**config.mk**
```make
export PLATFORM = sky130hd
export DESIGN_NAME = fdhc_top
export DESIGN_NICKNAME = d
export VERILOG_FILES = /design/src/fdhc_pkg.sv /design/src/fdhc_fifo2.sv /design/src/fdhc_phase.sv /design/src/fdhc_top.sv
export SDC_FILE = /design/constraint.sdc
export NUM_CORES = 1
export LEC_CHECK = 0
export ABC_AREA = 1
export CAP_MARGIN = 5
export CORE_UTILIZATION = 35
export CTS_BUF_LIST = sky130_fd_sc_hd__clkbuf_16
export DETAILED_ROUTE_END_ITERATION = 8
export DONT_BUFFER_PORTS = 1
export PLACE_DENSITY = 0.56
export SYNTH_ARGS = -nofsm -noshare
export SYNTH_HDL_FRONTEND = slang
export SYNTH_HIERARCHICAL = 1
export SYNTH_SLANG_ARGS = --single-unit
```
**constraint.sdc**
```tcl
create_clock -name mclk_i -period 4.36 [get_ports mclk_i]
set_input_delay 0.872 -clock mclk_i [delete_from_list [all_inputs] [get_ports mclk_i]]
set_output_delay 0.872 -clock mclk_i [all_outputs]
set_load 0.01 [all_outputs]
```
**src/fdhc_pkg.sv**
```systemverilog
package fdhc_pkg;
  localparam int ADDR_W = 4;
  localparam logic [3:0] ADDR_CTRL = 4'h0;
  localparam logic [3:0] ADDR_STEP = 4'h4;
  localparam logic [3:0] ADDR_WDATA = 4'h8;
  localparam logic [3:0] ADDR_STAT = 4'hC;
  localparam logic [1:0] RESP_OKAY = 2'h0;
  localparam logic [1:0] RESP_SLVERR = 2'h2;
  localparam int CTRL_W = 7;
  localparam int CB_SEL0 = 0;
  localparam int CB_SEL1 = 1;
  localparam int CB_WGATE = 2;
  localparam int CB_ERASE = 3;
  localparam int CB_OUTER = 4;
  localparam int CB_ENGAGE = 5;
  localparam int CB_DIROUT = 6;
  localparam logic [6:0] CTRL_RST = 7'h00;
  localparam int ST_TRK0 = 0;
  localparam int ST_IDX = 1;
  localparam int ST_PROT = 2;
  localparam int ST_SUPPLY = 3;
  localparam int ST_PH0 = 4;
  localparam int ST_PH1 = 6;
  localparam int ST_LEVEL = 8;
  localparam int ST_BUSY = 10;
  localparam int ST_RAWCNT = 16;
  localparam int CLK_PERIOD_NS = 25;
  localparam int BIT_TIME_NS = 1000;
  localparam int BIT_CYC = BIT_TIME_NS / CLK_PERIOD_NS;
  localparam logic [5:0] BIT_TICK_LAST = 6'(BIT_CYC - 1);
  localparam logic [4:0] WORD_BIT_LAST = 5'h1F;
  localparam int BUF_DEPTH = 2;
  localparam int BUF_WIDTH = 32;
  typedef enum logic {SER_IDLE, SER_SHIFT} fdhc_ser_e;

  function automatic logic [3:0] fdhc_phase_drive(input logic [1:0] cnt);
    logic [3:0] coils;
    coils = 4'h0;
    coils[cnt] = 1'b1;
    return coils;
  endfunction
endpackage

```
**src/fdhc_fifo2.sv**
```systemverilog
`timescale 1ns/1ps
module fdhc_fifo2 #(
  parameter int WIDTH = 32,
  parameter int DEPTH = 2
) (
  input wire logic clk_i,
  input wire logic rst_n_i,
  input wire logic flush_i,
  input wire logic in_valid_i,
  output logic in_ready_o,
  input wire logic [WIDTH-1:0] in_data_i,
  output logic out_valid_o,
  input wire logic out_ready_i,
  output logic [WIDTH-1:0] out_data_o,
  output logic [$clog2(DEPTH+1)-1:0] level_o
);
  localparam int AW = (DEPTH > 1) ? $clog2(DEPTH) : 1;
  localparam int LW = $clog2(DEPTH + 1);
  logic [WIDTH-1:0] mem_ff [DEPTH];
  logic [AW-1:0] wr_ptr_ff;
  logic [AW-1:0] rd_ptr_ff;
  logic [LW-1:0] level_ff;
  logic push;
  logic pop;

  assign in_ready_o = level_ff != LW'(DEPTH);
  assign out_valid_o = level_ff != '0;
  assign out_data_o = mem_ff[rd_ptr_ff];
  assign level_o = level_ff;
  assign push = in_valid_i && in_ready_o;
  assign pop = out_valid_o && out_ready_i;

  function automatic logic [AW-1:0] ptr_next(input logic [AW-1:0] p);
    return (p == AW'(DEPTH - 1)) ? '0 : AW'(p + 1'b1);
  endfunction

  always_ff @(posedge clk_i) begin
    if (push) begin
      mem_ff[wr_ptr_ff] <= in_data_i;
    end
  end

  always_ff @(posedge clk_i or negedge rst_n_i) begin
    if (!rst_n_i) begin
      wr_ptr_ff <= '0;
      rd_ptr_ff <= '0;
      level_ff <= '0;
    end else if (flush_i) begin
      wr_ptr_ff <= '0;
      rd_ptr_ff <= '0;
      level_ff <= '0;
    end else begin
      if (push) wr_ptr_ff <= ptr_next(wr_ptr_ff);
      if (pop) rd_ptr_ff <= ptr_next(rd_ptr_ff);
      if (push && !pop) level_ff <= LW'(level_ff + 1'b1);
      else if (pop && !push) level_ff <= LW'(level_ff - 1'b1);
    end
  end
endmodule

```
**src/fdhc_phase.sv**
```systemverilog
`timescale 1ns/1ps
module fdhc_phase (
  input wire logic clk_i,
  input wire logic rst_n_i,
  input wire logic clear_n_i,
  input wire logic step_i,
  input wire logic out_i,
  output logic [1:0] count_o,
  output logic [3:0] phase_o
);
  import fdhc_pkg::*;
  logic [1:0] count_ff;
  logic [1:0] nxt_count;
  logic [3:0] phase_ff;

  // Two steps move one track, so the count is never tied to a track number.
  always_comb begin
    nxt_count = count_ff;
    if (!clear_n_i) nxt_count = 2'h0;
    else if (step_i && out_i) nxt_count = 2'(count_ff + 2'h1);
    else if (step_i) nxt_count = 2'(count_ff - 2'h1);
  end

  always_ff @(posedge clk_i or negedge rst_n_i) begin
    if (!rst_n_i) begin
      count_ff <= 2'h0;
      phase_ff <= 4'h1;
    end else begin
      count_ff <= nxt_count;
      phase_ff <= fdhc_phase_drive(nxt_count);
    end
  end

  assign count_o = count_ff;
  assign phase_o = phase_ff;
endmodule

```
**src/fdhc_top.sv**
```systemverilog
`timescale 1ns/1ps
// Functional notes
// - Forward track-zero and index sense of the drive chosen by drive-one select.
// - Write gate starts head writing; erase enable drives the tunnel-erase outputs.
// - Write data goes only to the head whose drive select is set.
// - Write protect or supply low blocks every head write regardless of gate.
// - Outer zone flag selects reduced write current, otherwise full current.
// - Head engage energises drive one solenoid if drive-one select, else drive zero.
// - Initialise low clears drive control state and releases both solenoids.
// - Each drive has its own phase counter; steps reach only selected drives.
// - A step moves outward when direction is set, inward when clear.
// - Outward steps count up, inward count down; count drives four coil outputs.
// - Selected head's digitised read pulses return as active-low raw data.
module fdhc_top (
  input wire logic mclk_i,
  input wire logic rstn_i,
  input wire logic [fdhc_pkg::ADDR_W-1:0] s_axi_awaddr_i,
  input wire logic s_axi_awvalid_i,
  output logic s_axi_awready_o,
  input wire logic [31:0] s_axi_wdata_i,
  input wire logic [3:0] s_axi_wstrb_i,
  input wire logic s_axi_wvalid_i,
  output logic s_axi_wready_o,
  output logic [1:0] s_axi_bresp_o,
  output logic s_axi_bvalid_o,
  input wire logic s_axi_bready_i,
  input wire logic [fdhc_pkg::ADDR_W-1:0] s_axi_araddr_i,
  input wire logic s_axi_arvalid_i,
  output logic s_axi_arready_o,
  output logic [31:0] s_axi_rdata_o,
  output logic [1:0] s_axi_rresp_o,
  output logic s_axi_rvalid_o,
  input wire logic s_axi_rready_i,
  input wire logic init_n_i,
  input wire logic protect_inhibit_n_i,
  input wire logic supply_low_n_i,
  input wire logic [1:0] trk0_d_i,
  input wire logic [1:0] index_d_i,
  input wire logic [1:0] read_pulse_d_i,
  output logic track_zero_o,
  output logic index_o,
  output logic raw_data_n_o,
  output logic [1:0] write_en_o,
  output logic [1:0] write_bit_stream_o,
  output logic [1:0] erase_en_o,
  output logic outer_zone_current_o,
  output logic [1:0] solenoid_o,
  output logic [3:0] phase_d0_o,
  output logic [3:0] phase_d1_o
);
  import fdhc_pkg::*;

  logic [1:0] rst_sync_ff;
  logic rst_n;
  logic awready_ff;
  logic wready_ff;
  logic bvalid_ff;
  logic [1:0] bresp_ff;
  logic [ADDR_W-1:0] awaddr_ff;
  logic [31:0] wdata_ff;
  logic [3:0] wstrb_ff;
  logic arready_ff;
  logic rvalid_ff;
  logic [31:0] rdata_ff;
  logic [1:0] rresp_ff;
  logic [31:0] nxt_rdata;
  logic [1:0] nxt_rresp;
  logic wr_fire;
  logic wr_hit_data;
  logic [CTRL_W-1:0] ctrl_ff;
  logic step_ff;
  logic [1:0] sel_dk;
  logic wr_ok;
  logic write_act;
  logic trk_sel;
  logic idx_sel;
  logic rd_sel;
  logic track_zero_ff;
  logic index_ff;
  logic raw_n_ff;
  logic rd_prev_ff;
  logic [7:0] raw_cnt_ff;
  logic [1:0] write_en_ff;
  logic [1:0] write_bit_ff;
  logic [1:0] erase_ff;
  logic outer_ff;
  logic [1:0] solenoid_ff;
  logic buf_in_ready;
  logic buf_out_valid;
  logic buf_out_ready;
  logic [31:0] buf_out_data;
  logic [1:0] buf_level;
  fdhc_ser_e ser_state_ff;
  logic [31:0] shreg_ff;
  logic [4:0] bit_cnt_ff;
  logic [5:0] tick_ff;
  logic [1:0] ph_count [2];
  logic [3:0] ph_coils [2];
  logic [31:0] stat_w;

  // Only the second stage of the reset synchroniser is used by the logic.
  always_ff @(posedge mclk_i or negedge rstn_i) begin
    if (!rstn_i) begin
      rst_sync_ff <= 2'h0;
    end else begin
      rst_sync_ff <= {rst_sync_ff[0], 1'b1};
    end
  end
  assign rst_n = rst_sync_ff[1];

  function automatic logic reg_known(input logic [ADDR_W-1:0] a);
    return (a == ADDR_CTRL) || (a == ADDR_STEP) || (a == ADDR_WDATA) || (a == ADDR_STAT);
  endfunction

  // A data write waits for buffer room, which is how a stalled head pushes back on software.
  assign wr_hit_data = awaddr_ff == ADDR_WDATA;
  assign wr_fire = !awready_ff && !wready_ff && !bvalid_ff && (!wr_hit_data || buf_in_ready);

  always_ff @(posedge mclk_i or negedge rst_n) begin
    if (!rst_n) begin
      awready_ff <= 1'b1;
      wready_ff <= 1'b1;
      bvalid_ff <= 1'b0;
      bresp_ff <= RESP_OKAY;
      awaddr_ff <= '0;
      wdata_ff <= 32'h0000_0000;
      wstrb_ff <= 4'h0;
    end else begin
      if (s_axi_awvalid_i && awready_ff) begin
        awready_ff <= 1'b0;
        awaddr_ff <= s_axi_awaddr_i;
      end
      if (s_axi_wvalid_i && wready_ff) begin
        wready_ff <= 1'b0;
        wdata_ff <= s_axi_wdata_i;
        wstrb_ff <= s_axi_wstrb_i;
      end
      if (wr_fire) begin
        bvalid_ff <= 1'b1;
        bresp_ff <= reg_known(awaddr_ff) ? RESP_OKAY : RESP_SLVERR;
      end else if (bvalid_ff && s_axi_bready_i) begin
        bvalid_ff <= 1'b0;
        awready_ff <= 1'b1;
        wready_ff <= 1'b1;
      end
    end
  end

  assign stat_w = {8'h00, raw_cnt_ff, 5'h00, ser_state_ff == SER_SHIFT, buf_level,
    ph_count[1], ph_count[0], !supply_low_n_i, !protect_inhibit_n_i, index_ff, track_zero_ff};

  always_comb begin
    nxt_rdata = 32'h0000_0000;
    nxt_rresp = RESP_OKAY;
    if (s_axi_araddr_i == ADDR_CTRL) begin
      nxt_rdata = {25'h0000000, ctrl_ff};
    end else if (s_axi_araddr_i == ADDR_STAT) begin
      nxt_rdata = stat_w;
    end else if (!reg_known(s_axi_araddr_i)) begin
      nxt_rresp = RESP_SLVERR;
    end
  end

  always_ff @(posedge mclk_i or negedge rst_n) begin
    if (!rst_n) begin
      arready_ff <= 1'b1;
      rvalid_ff <= 1'b0;
      rdata_ff <= 32'h0000_0000;
      rresp_ff <= RESP_OKAY;
    end else if (s_axi_arvalid_i && arready_ff) begin
      arready_ff <= 1'b0;
      rvalid_ff <= 1'b1;
      rdata_ff <= nxt_rdata;
      rresp_ff <= nxt_rresp;
    end else if (rvalid_ff && s_axi_rready_i) begin
      rvalid_ff <= 1'b0;
      arready_ff <= 1'b1;
    end
  end

  assign s_axi_awready_o = awready_ff;
  assign s_axi_wready_o = wready_ff;
  assign s_axi_bvalid_o = bvalid_ff;
  assign s_axi_bresp_o = bresp_ff;
  assign s_axi_arready_o = arready_ff;
  assign s_axi_rvalid_o = rvalid_ff;
  assign s_axi_rdata_o = rdata_ff;
  assign s_axi_rresp_o = rresp_ff;

  always_ff @(posedge mclk_i or negedge rst_n) begin
    if (!rst_n) begin
      ctrl_ff <= CTRL_RST;
    end else if (!init_n_i) begin
      ctrl_ff <= CTRL_RST;
    end else if (wr_fire && awaddr_ff == ADDR_CTRL && wstrb_ff[0]) begin
      ctrl_ff <= wdata_ff[CTRL_W-1:0];
    end
  end

  always_ff @(posedge mclk_i or negedge rst_n) begin
    if (!rst_n) begin
      step_ff <= 1'b0;
    end else begin
      step_ff <= wr_fire && awaddr_ff == ADDR_STEP && wstrb_ff[0] && init_n_i;
    end
  end

  assign sel_dk = {ctrl_ff[CB_SEL1], ctrl_ff[CB_SEL0]};
  assign wr_ok = protect_inhibit_n_i && supply_low_n_i && init_n_i;
  assign write_act = ctrl_ff[CB_WGATE] && wr_ok && (sel_dk != 2'h0);
  assign trk_sel = ctrl_ff[CB_SEL1] ? trk0_d_i[1] : trk0_d_i[0];
  assign idx_sel = ctrl_ff[CB_SEL1] ? index_d_i[1] : index_d_i[0];
  assign rd_sel = ctrl_ff[CB_SEL1] ? read_pulse_d_i[1] : read_pulse_d_i[0];

  always_ff @(posedge mclk_i or negedge rst_n) begin
    if (!rst_n) begin
      track_zero_ff <= 1'b0;
      index_ff <= 1'b0;
      raw_n_ff <= 1'b1;
      rd_prev_ff <= 1'b0;
      raw_cnt_ff <= 8'h00;
    end else begin
      track_zero_ff <= trk_sel;
      index_ff <= idx_sel;
      raw_n_ff <= !rd_sel;
      rd_prev_ff <= rd_sel;
      if (rd_sel && !rd_prev_ff) raw_cnt_ff <= 8'(raw_cnt_ff + 8'h01);
    end
  end

  // A word cut short by a dropped gate is abandoned; the next word starts fresh.
  always_ff @(posedge mclk_i or negedge rst_n) begin
    if (!rst_n) begin
      ser_state_ff <= SER_IDLE;
      shreg_ff <= 32'h0000_0000;
      bit_cnt_ff <= 5'h00;
      tick_ff <= 6'h00;
    end else begin
      case (ser_state_ff)
        SER_IDLE: begin
          if (write_act && buf_out_valid) begin
            ser_state_ff <= SER_SHIFT;
            shreg_ff <= buf_out_data;
            bit_cnt_ff <= WORD_BIT_LAST;
            tick_ff <= BIT_TICK_LAST;
          end
        end
        SER_SHIFT: begin
          if (!write_act) begin
            ser_state_ff <= SER_IDLE;
          end else if (tick_ff != 6'h00) begin
            tick_ff <= 6'(tick_ff - 6'h01);
          end else if (bit_cnt_ff == 5'h00) begin
            ser_state_ff <= SER_IDLE;
          end else begin
            shreg_ff <= {shreg_ff[30:0], 1'b0};
            bit_cnt_ff <= 5'(bit_cnt_ff - 5'h01);
            tick_ff <= BIT_TICK_LAST;
          end
        end
        default: ser_state_ff <= SER_IDLE;
      endcase
    end
  end

  assign buf_out_ready = ser_state_ff == SER_IDLE && write_act;

  fdhc_fifo2 #(
    .WIDTH(BUF_WIDTH),
    .DEPTH(BUF_DEPTH)
  ) u_buf (
    .clk_i(mclk_i),
    .rst_n_i(rst_n),
    .flush_i(!init_n_i),
    .in_valid_i(wr_fire && wr_hit_data),
    .in_ready_o(buf_in_ready),
    .in_data_i(wdata_ff),
    .out_valid_o(buf_out_valid),
    .out_ready_i(buf_out_ready),
    .out_data_o(buf_out_data),
    .level_o(buf_level)
  );

  always_ff @(posedge mclk_i or negedge rst_n) begin
    if (!rst_n) begin
      write_en_ff <= 2'h0;
      write_bit_ff <= 2'h0;
      erase_ff <= 2'h0;
    end else begin
      for (int i = 0; i < 2; i++) begin
        write_en_ff[i] <= ctrl_ff[CB_WGATE] && sel_dk[i] && wr_ok;
        write_bit_ff[i] <= write_act && sel_dk[i] && ser_state_ff == SER_SHIFT && shreg_ff[31];
        erase_ff[i] <= ctrl_ff[CB_ERASE] && sel_dk[i] && wr_ok;
      end
    end
  end

  always_ff @(posedge mclk_i or negedge rst_n) begin
    if (!rst_n) begin
      outer_ff <= 1'b0;
    end else begin
      outer_ff <= ctrl_ff[CB_OUTER];
    end
  end

  always_ff @(posedge mclk_i or negedge rst_n) begin
    if (!rst_n) begin
      solenoid_ff <= 2'h0;
    end else if (!init_n_i) begin
      solenoid_ff <= 2'h0;
    end else begin
      solenoid_ff[1] <= ctrl_ff[CB_ENGAGE] && ctrl_ff[CB_SEL1];
      solenoid_ff[0] <= ctrl_ff[CB_ENGAGE] && !ctrl_ff[CB_SEL1];
    end
  end

  generate
    for (genvar d = 0; d < 2; d++) begin : g_drive
      fdhc_phase u_phase (
        .clk_i(mclk_i),
        .rst_n_i(rst_n),
        .clear_n_i(init_n_i),
        .step_i(step_ff && sel_dk[d]),
        .out_i(ctrl_ff[CB_DIROUT]),
        .count_o(ph_count[d]),
        .phase_o(ph_coils[d])
      );
    end
  endgenerate

  assign track_zero_o = track_zero_ff;
  assign index_o = index_ff;
  assign raw_data_n_o = raw_n_ff;
  assign write_en_o = write_en_ff;
  assign write_bit_stream_o = write_bit_ff;
  assign erase_en_o = erase_ff;
  assign outer_zone_current_o = outer_ff;
  assign solenoid_o = solenoid_ff;
  assign phase_d0_o = ph_coils[0];
  assign phase_d1_o = ph_coils[1];
endmodule

```
==> results of run 1 <==
[registers in the layout (all words and copies together), names as in the netlist, 4 cells and up]
name	cells
u_buf/mem_ff	64
raw_cnt_ff	8
g_drive.u_phase/count_o	4
shreg_ff	32
tick_ff	6
bit_cnt_ff	5
s_axi_rdata_o	19
ctrl_ff	7
awaddr_ff	4
wdata_ff	32
g_drive.u_phase/phase_o	8
[placed cells by master (no fill, tap or decap), types with 2 or more instances in the layout]
master / n
a21oi_1: 5
a31oi_1: 5
buf_4: 8
bufinv_16: 2
clkbuf_16: 24
clkinv_1: 4
clkinv_2: 6
conb_1: 16
dfrtp_1: 147
dfstp_2: 6
edfxtp_1: 64
ha_1: 5
inv_1: 77
inv_2: 3
inv_4: 2
mux2_2: 33
nand2_1: 400
nand2_2: 4
nand2_4: 3
nand3_1: 46
nand3_2: 34
nand4_1: 5
nor2_1: 40
nor2_2: 5
nor3_1: 4
nor4_1: 3
o21ai_0: 19
o22ai_1: 2
o31ai_1: 6
or2_2: 2
xor2_1: 6
[metal layers]
layer  vias up  part of all wire (%)
li1       3106                     -
met1      2970                    47
met2       121                    47
met3        23                   4.2
met4         0                   1.9
met5         -                     0
[synth_stat cells, types with 3 or more instances]
library cell	number	area share (%)
a21oi_1	5	0.26
nor4_1	3	0.19
a31oi_1	5	0.32
inv_1	70	2.7
nand2_4	3	0.35
nand2_1	400	15
mux2_2	33	3.8
o21ai_0	19	0.98
ha_1	5	0.65
buf_6	7	0.81
xor2_1	6	0.54
nand2_2	4	0.26
dfstp_2	6	1.6
nand3_1	46	2.4
o31ai_1	6	0.46
nor2_1	42	1.6
dfrtp_1	148	38
clkbuf_1	11	0.43
edfxtp_1	64	20
buf_12	4	0.83
nor3_1	4	0.21
buf_8	3	0.46
buf_2	6	0.31
buf_4	19	1.5
inv_2	3	0.12
nand4_1	5	0.32
nand3_2	34	3.5
nor2_2	3	0.19
[final cells by class]
cell class                      instances  area [µm²]
Timing Repair Buffer                    9        80.1
Clock inverter                         20         155
Multi-Input combinational cell        650        3240
Inverter                               78         304
Clock buffer                           24         601
Tap cell                              341         427
Sequential cell                       218        5790
Fill cell                            2652       16400
[power groups by stage]
| stage | sequential [mW] | clock, mW | combinational (mW) |
|---|---|---|---|
| finish | 2.85 | 1.92 | 0.631 |
| detailed placement | 2.89 | 0 | 0.641 |
| global placement | 2.88 | 0 | 0.622 |
| global route | 2.90 | 2.07 | 0.727 |
| CTS | 2.86 | 1.99 | 0.645 |
| floorplan | 2.80 | 0 | 0.544 |
[logic make-up (layout without fill, tap and decap cells)]
logic type               Yosys count  count (layout)  synth area share (%)
AO/OA/AOI/OAI                     39              39                  2.44
XOR/XNOR                           7               7                 0.632
adder cells (fa/ha/maj)            5               5                 0.645
buffers and inverters            129             131                  7.48
flip-flops                       218             218                  59.6
multiplexers                      33              33                  3.83
other                              2              16                0.0775
AND/OR/NAND/NOR                  550             550                  25.2
[worst min-delay path by stage]
stage	endpoint	slack, ns	depth (start not counted)
global placement	wdata_ff[30]$_DFFE_PN0P_	0.28	0
global route	rst_sync_ff[1]$_DFF_PN0_	0.01	0
CTS	rst_sync_ff[1]$_DFF_PN0_	0.003	0
detailed placement	wdata_ff[31]$_DFFE_PN0P_	0.28	0
finish	rst_sync_ff[1]$_DFF_PN0_	0.04	0
floorplan	rst_sync_ff[1]$_DFF_PN0_	0.33	0
[critical path, stage by stage, from the launching register on]
cell,delay (ns)
dfrtp_1,0.35
buf_4,0.27
inv_2,0.55
o21bai_4,0.45
nand2_4,0.43
nand2_1,0.16
nand2_1,0.07
[metrics by stage]
step,area [µm²],cells,setup slack [ns]
after floorplan,9750,997,1.39
after global placement,9840,1296,1.76
after detailed placement,9840,1296,1.73
after CTS,10600,1340,1.87
after global routing,10600,1340,1.64
final,10600,1340,1.94
==> results.md, run 1 <==
- Worst hold slack: about 0.04 ns
- Final nets: between 1k and 1.5k
- Routed length per placed instance: approximately 14 µm
- Synth Warn #: 6
- Worst Path Max Fanout: 45
- Overflow after GRT: 0
- Cell area after synthesis: slightly below 10,000 µm²
- Power share of the combinational group: a little under an eighth
- Via-per-instance ratio: about 4.6
- Register area share after synthesis: roughly three fifths
- Sw Ratio: between 20% and 30%
- Fin crit period: around 2.4 ns
- Crit path launch: ser_state_ff$_DFF_PN0_
- Worst R2R Start: ser_state_ff$_DFF_PN0_
- Row cnt: 60
- CP endpoint kind: register
- Share of power burned in the clock network: a little over a third
- Final Skew: 0.0268 ns
- Hold Crit Class: in -> async
- First drt pass iteration count: 5
- P_leak: 5.06 nW
- Final Util: roughly two fifths
- Crit path capture: shreg_ff[23]$_DFFE_PN0P_
- FFs w/ async S/R, synth: 70.6%
- CTS tree: built
- Syn Inst Count: roughly 980
- Sequential Power Share: 52.8%
- Final RePlAce weighted congestion: about 0.79
- Gr busiest metal: met2
- Clk pin slew, worst setup/hold paths: 0.06 ns
- Total setup violations reported at the end of the flow: 0
- Psw: about 1.5 mW
- Largest net degree at the start of global routing: just under 80
- R2R setup slack: approximately 1.9 ns
- Worst slew margin: 46.8%
- # Post-CTS Setup Buffers: 0
- DRC errors left: 0
- Ant. Diodes: 0
- Clk sinks: 218
- CTS root buf: clkbuf_16
- Count of pins over their slew limit: 0
- Final period util: 55.4%
- Area growth syn-to-layout: 9.30%
- Core Region: around 27,000 µm²
- Vias: around 6.2k
- Initial antenna violation count: 0
- Crit Path Category: reg -> reg
- VDD IR max: approximately 0.00033 V
- Max cap viols: 0
- Routed WL: roughly 19,000 µm
- EDFF count, synth: between 60 and 70
- Status: finished, final reports clean
- R2R depth: 6
- Vias in the first global route: roughly 6.0k
- P_int: ~3.9 mW
- I/O pin cnt: 121
- Die area: approximately 28,000 µm²
- Critical R2R Capture: shreg_ff[23]$_DFFE_PN0P_
- CP Launch Type: register
- Port bufs: 0
- Total CTS buffers: 24
- Dpl hpwl: about 12,000 µm
- First-pass GRT wire length: 31,500 µm
- CTS Hold Bufs: 0
- Setup TNS: 0 ns
- Synth unique cells: 43
- Die height: roughly 170 µm
- Post-synth top flop: dfrtp_1
- CTS max path bufs: 3
- Syn_area_per_cell: between 9 and 10 µm²
- Clk_lat worst skew: approximately 0.53 ns
- Hold violation total from the final report: 0
- Starting density of the core: 35.9%
- PD cells: roughly 510 nW/µm²
- Critical path data required time: about 4.8 ns
- Actual slew at the worst max-slew pin: a little under 0.8 ns
- H-tree depth: 1
- GR Layer Usage met2: 22.7%
- DRT iter0 DRCs: 364
- Max Clk Rate: around 410 MHz
- CP arrival: ~2.8 ns
- Yosys reg bits: 218
- Met3 Track Usage GR: 2.47%
- Post-CTS resize count: 0
- Layout cells sized above 1: between 10% and 20%
- Design Power: 5.40 mW
- Overall global routing resource usage: roughly 14%
- Die X: approximately 170 µm
- DRT antenna net count: 0
- Met1 Use GR: between 10% and 20%
- RSZ-0062 raised after global routing: false
No activity file was read; power rests on OpenSTA's default activity.
==> run 2, diff against run 1 <==
PLACE_DENSITY = 0.54   (was 0.56)
clock period = 2.55 ns   (was 4.36 ns; I/O delays follow)
==> results.md, run 2 (synthesis gave the netlist of run 1 again) <==
- Clk sinks: 218 (unchanged)
- DRT antenna net count: 0 (unchanged)
- PD cells: 873 nW/µm² (+71%)
- # fillers: 2,633 (-0.72%)
- Cell family with most CP delay: simple AND/OR/NAND/NOR gates
- Fin crit period: 2.17 ns (-0.244 ns)
- Core Region: 27,000 µm² (unchanged)
- Routed length per placed instance: 14.3 µm (+0.60%)
- Worst hold slack: 0.0393 ns (+0.000154 ns)
- Worst slew margin: 62.7% (+16 points)
- Max FFs per register: 64 (unchanged)
- Crit Path Category: reg -> reg
- Post-CTS resize count: 0 (unchanged)
- Vias in the first global route: 6,122 (+1.8%)
- VDD IR max: 0.000651 V (+95%)
- Commonest non-fill, non-tap cell in the layout: nand2_1
- DRC errors left: 0 (unchanged)
- Worst slack at placement: 0.341 ns (-1.39 ns)
- H-tree depth: 1 (unchanged)
- Starting density of the core: 35.9% (unchanged)
- Final Skew: 0.0237 ns (-0.00312 ns)
- CP arrival: 2.39 ns (-0.44 ns)
- CTS max path bufs: 3 (unchanged)
- Die area: 28,400 µm² (unchanged)
- CP peak stage delay: 0.40 ns (-0.15 ns)
- Max Clk Rate: 460 MHz (+11%)
- Crit path max-delay cell type: nor3_1
- Design Power: 9.40 mW (+74%)
- Most flops, register: u_buf/mem_ff
- Critical path, cell by cell: nor3_1, nand3_1, nor3_1, nand2_4, nor2_2, buf_4
- First drt pass iteration count: 5 (unchanged)
- Clk_lat worst skew: 0.55 ns (+0.02 ns)
- I/O pin cnt: 121 (unchanged)
- Critical path data required time: 2.77 ns (-2.00 ns)
- Via-per-instance ratio: 4.61 (-0.59%)
- Overall global routing resource usage: 14.2% (+0.46 points)
- Die X: 168 µm (unchanged)
- RSZ-0062 raised after global routing: false
- DRT iter0 DRCs: 395 (+8.5%)
- Layout cells sized above 1: 15.3% (+0.96 points)
- Vias: 6,257 (+0.59%)
- Total setup violations reported at the end of the flow: 0 (unchanged)
- Routed WL: 19,400 µm (+1.8%)
- Most frequent cells in the layout: nand2_1, dfrtp_1, inv_1
- CP Launch Type: register
- Final worst slack: 0.378 ns (-1.57 ns)
- CTS tree: built
- Top flop regs: u_buf/mem_ff (64), shreg_ff (32), wdata_ff (32)
- Largest net degree at the start of global routing: 39 (-51%)
- Dpl hpwl: 12,500 µm (+4.4%)
- Final RePlAce weighted congestion: 0.803 (+1.9%)
- # Post-CTS Setup Buffers: 0 (unchanged)
- CTS root buf: clkbuf_16
- CTS Hold Bufs: 1 (+1)
- Area growth syn-to-layout: 11.1%
- Max cap viols: 0 (unchanged)
- Most used cell, CP: nor3_1
- Overflow after GRT: 0 (unchanged)
- Count of pins over their slew limit: 0 (unchanged)
- Final period util: 85.2% (+30 points)
- Worst Path Max Fanout: 22 (-51%)
- Clk pin slew, worst setup/hold paths: 0.06 ns (about the same)
- Port bufs: 0 (unchanged)
- CP endpoint kind: register
- Total CTS buffers: 26 (+8.3%)
- Initial antenna violation count: 0 (unchanged)
- First-pass GRT wire length: 32,600 µm (+3.3%)
- P_leak: 5.16 nW (+1.9%)
- Die height: 168 µm (unchanged)
- Hold Crit Class: in -> reg
- Status: finished, final reports clean
- Final nets: 1,060 (+1.3%)
- Number of buffers and inverters on the critical path: 1 (-1)
- Hold violation total from the final report: 0 (unchanged)
- Row cnt: 60 (unchanged)
- Ant. Diodes: 0 (unchanged)
- Actual slew at the worst max-slew pin: 0.560 ns (-0.236 ns)
## run 2: cell count changes in the layout (fill, tap and decap cells not counted), moves of 2 or more
cell and change:
buf_12 +3, buf_4 +8, clkbuf_16 +2, clkinv_1 +2
## run 2: per-layer routing
layer  vias to the layer above  part of all wire [%]  GRT usage [%]
met1                      2981                    48           19.7
met5                         -                     0              0
li1                       3135                     -              -
met4                         0                   2.3           3.83
met3                        35                   3.8           2.30
met2                       106                    46           23.1
## run 2: area by class of cell
cell class	count	area [µm²]	share of cell area (%)
tap	341	427	3.96
timing repair buffer	21	210	1.95
sequential	218	5790	53.7
multi-input combinational	650	3240	30.1
inverter	78	304	2.82
clock buffer	26	651	6.04
clock inverter	22	150	1.39
## run 2: worst paths after layout
kind,from,endpoint,slack [ns],cells past startpoint
hold reg to reg,rst_sync_ff[1]$_DFF_PN0_,wdata_ff[30]$_DFFE_PN0P_,0.32,0
min in group asynchronous,rstn_i,rst_sync_ff[0]$_DFF_PN0_,0.19,1
setup reg to reg,s_axi_awready_o$_DFF_PN1_,u_buf/mem_ff[0][24]$_DFFE_PP_,0.38,6
setup / recovery,s_axi_awready_o$_DFF_PN1_,u_buf/mem_ff[0][24]$_DFFE_PP_,0.38,6
max in group asynchronous,rst_sync_ff[1]$_DFF_PN0_,s_axi_arready_o$_DFFE_PN1P_,1.53,1
hold / removal,s_axi_awvalid_i,s_axi_awready_o$_DFF_PN1_,0.04,1
## run 2: where the power goes
group          switching (mW)  internal (mW)
Clock                    1.47           1.96
Sequential              0.508           4.35
Combinational           0.608          0.500
Total                    2.59           6.81
## run 2: through the flow
step                instance area, µm²  util (%)  cells  setup TNS [ns]
finish                           10800      39.9   1356               0
floorplan                         9750         -    997          -27.02
detailed placement                9960      36.9   1307               0
global route                     10800      39.9   1356               0
global placement                  9960      36.9   1307               0
CTS                              10800      39.9   1356               0
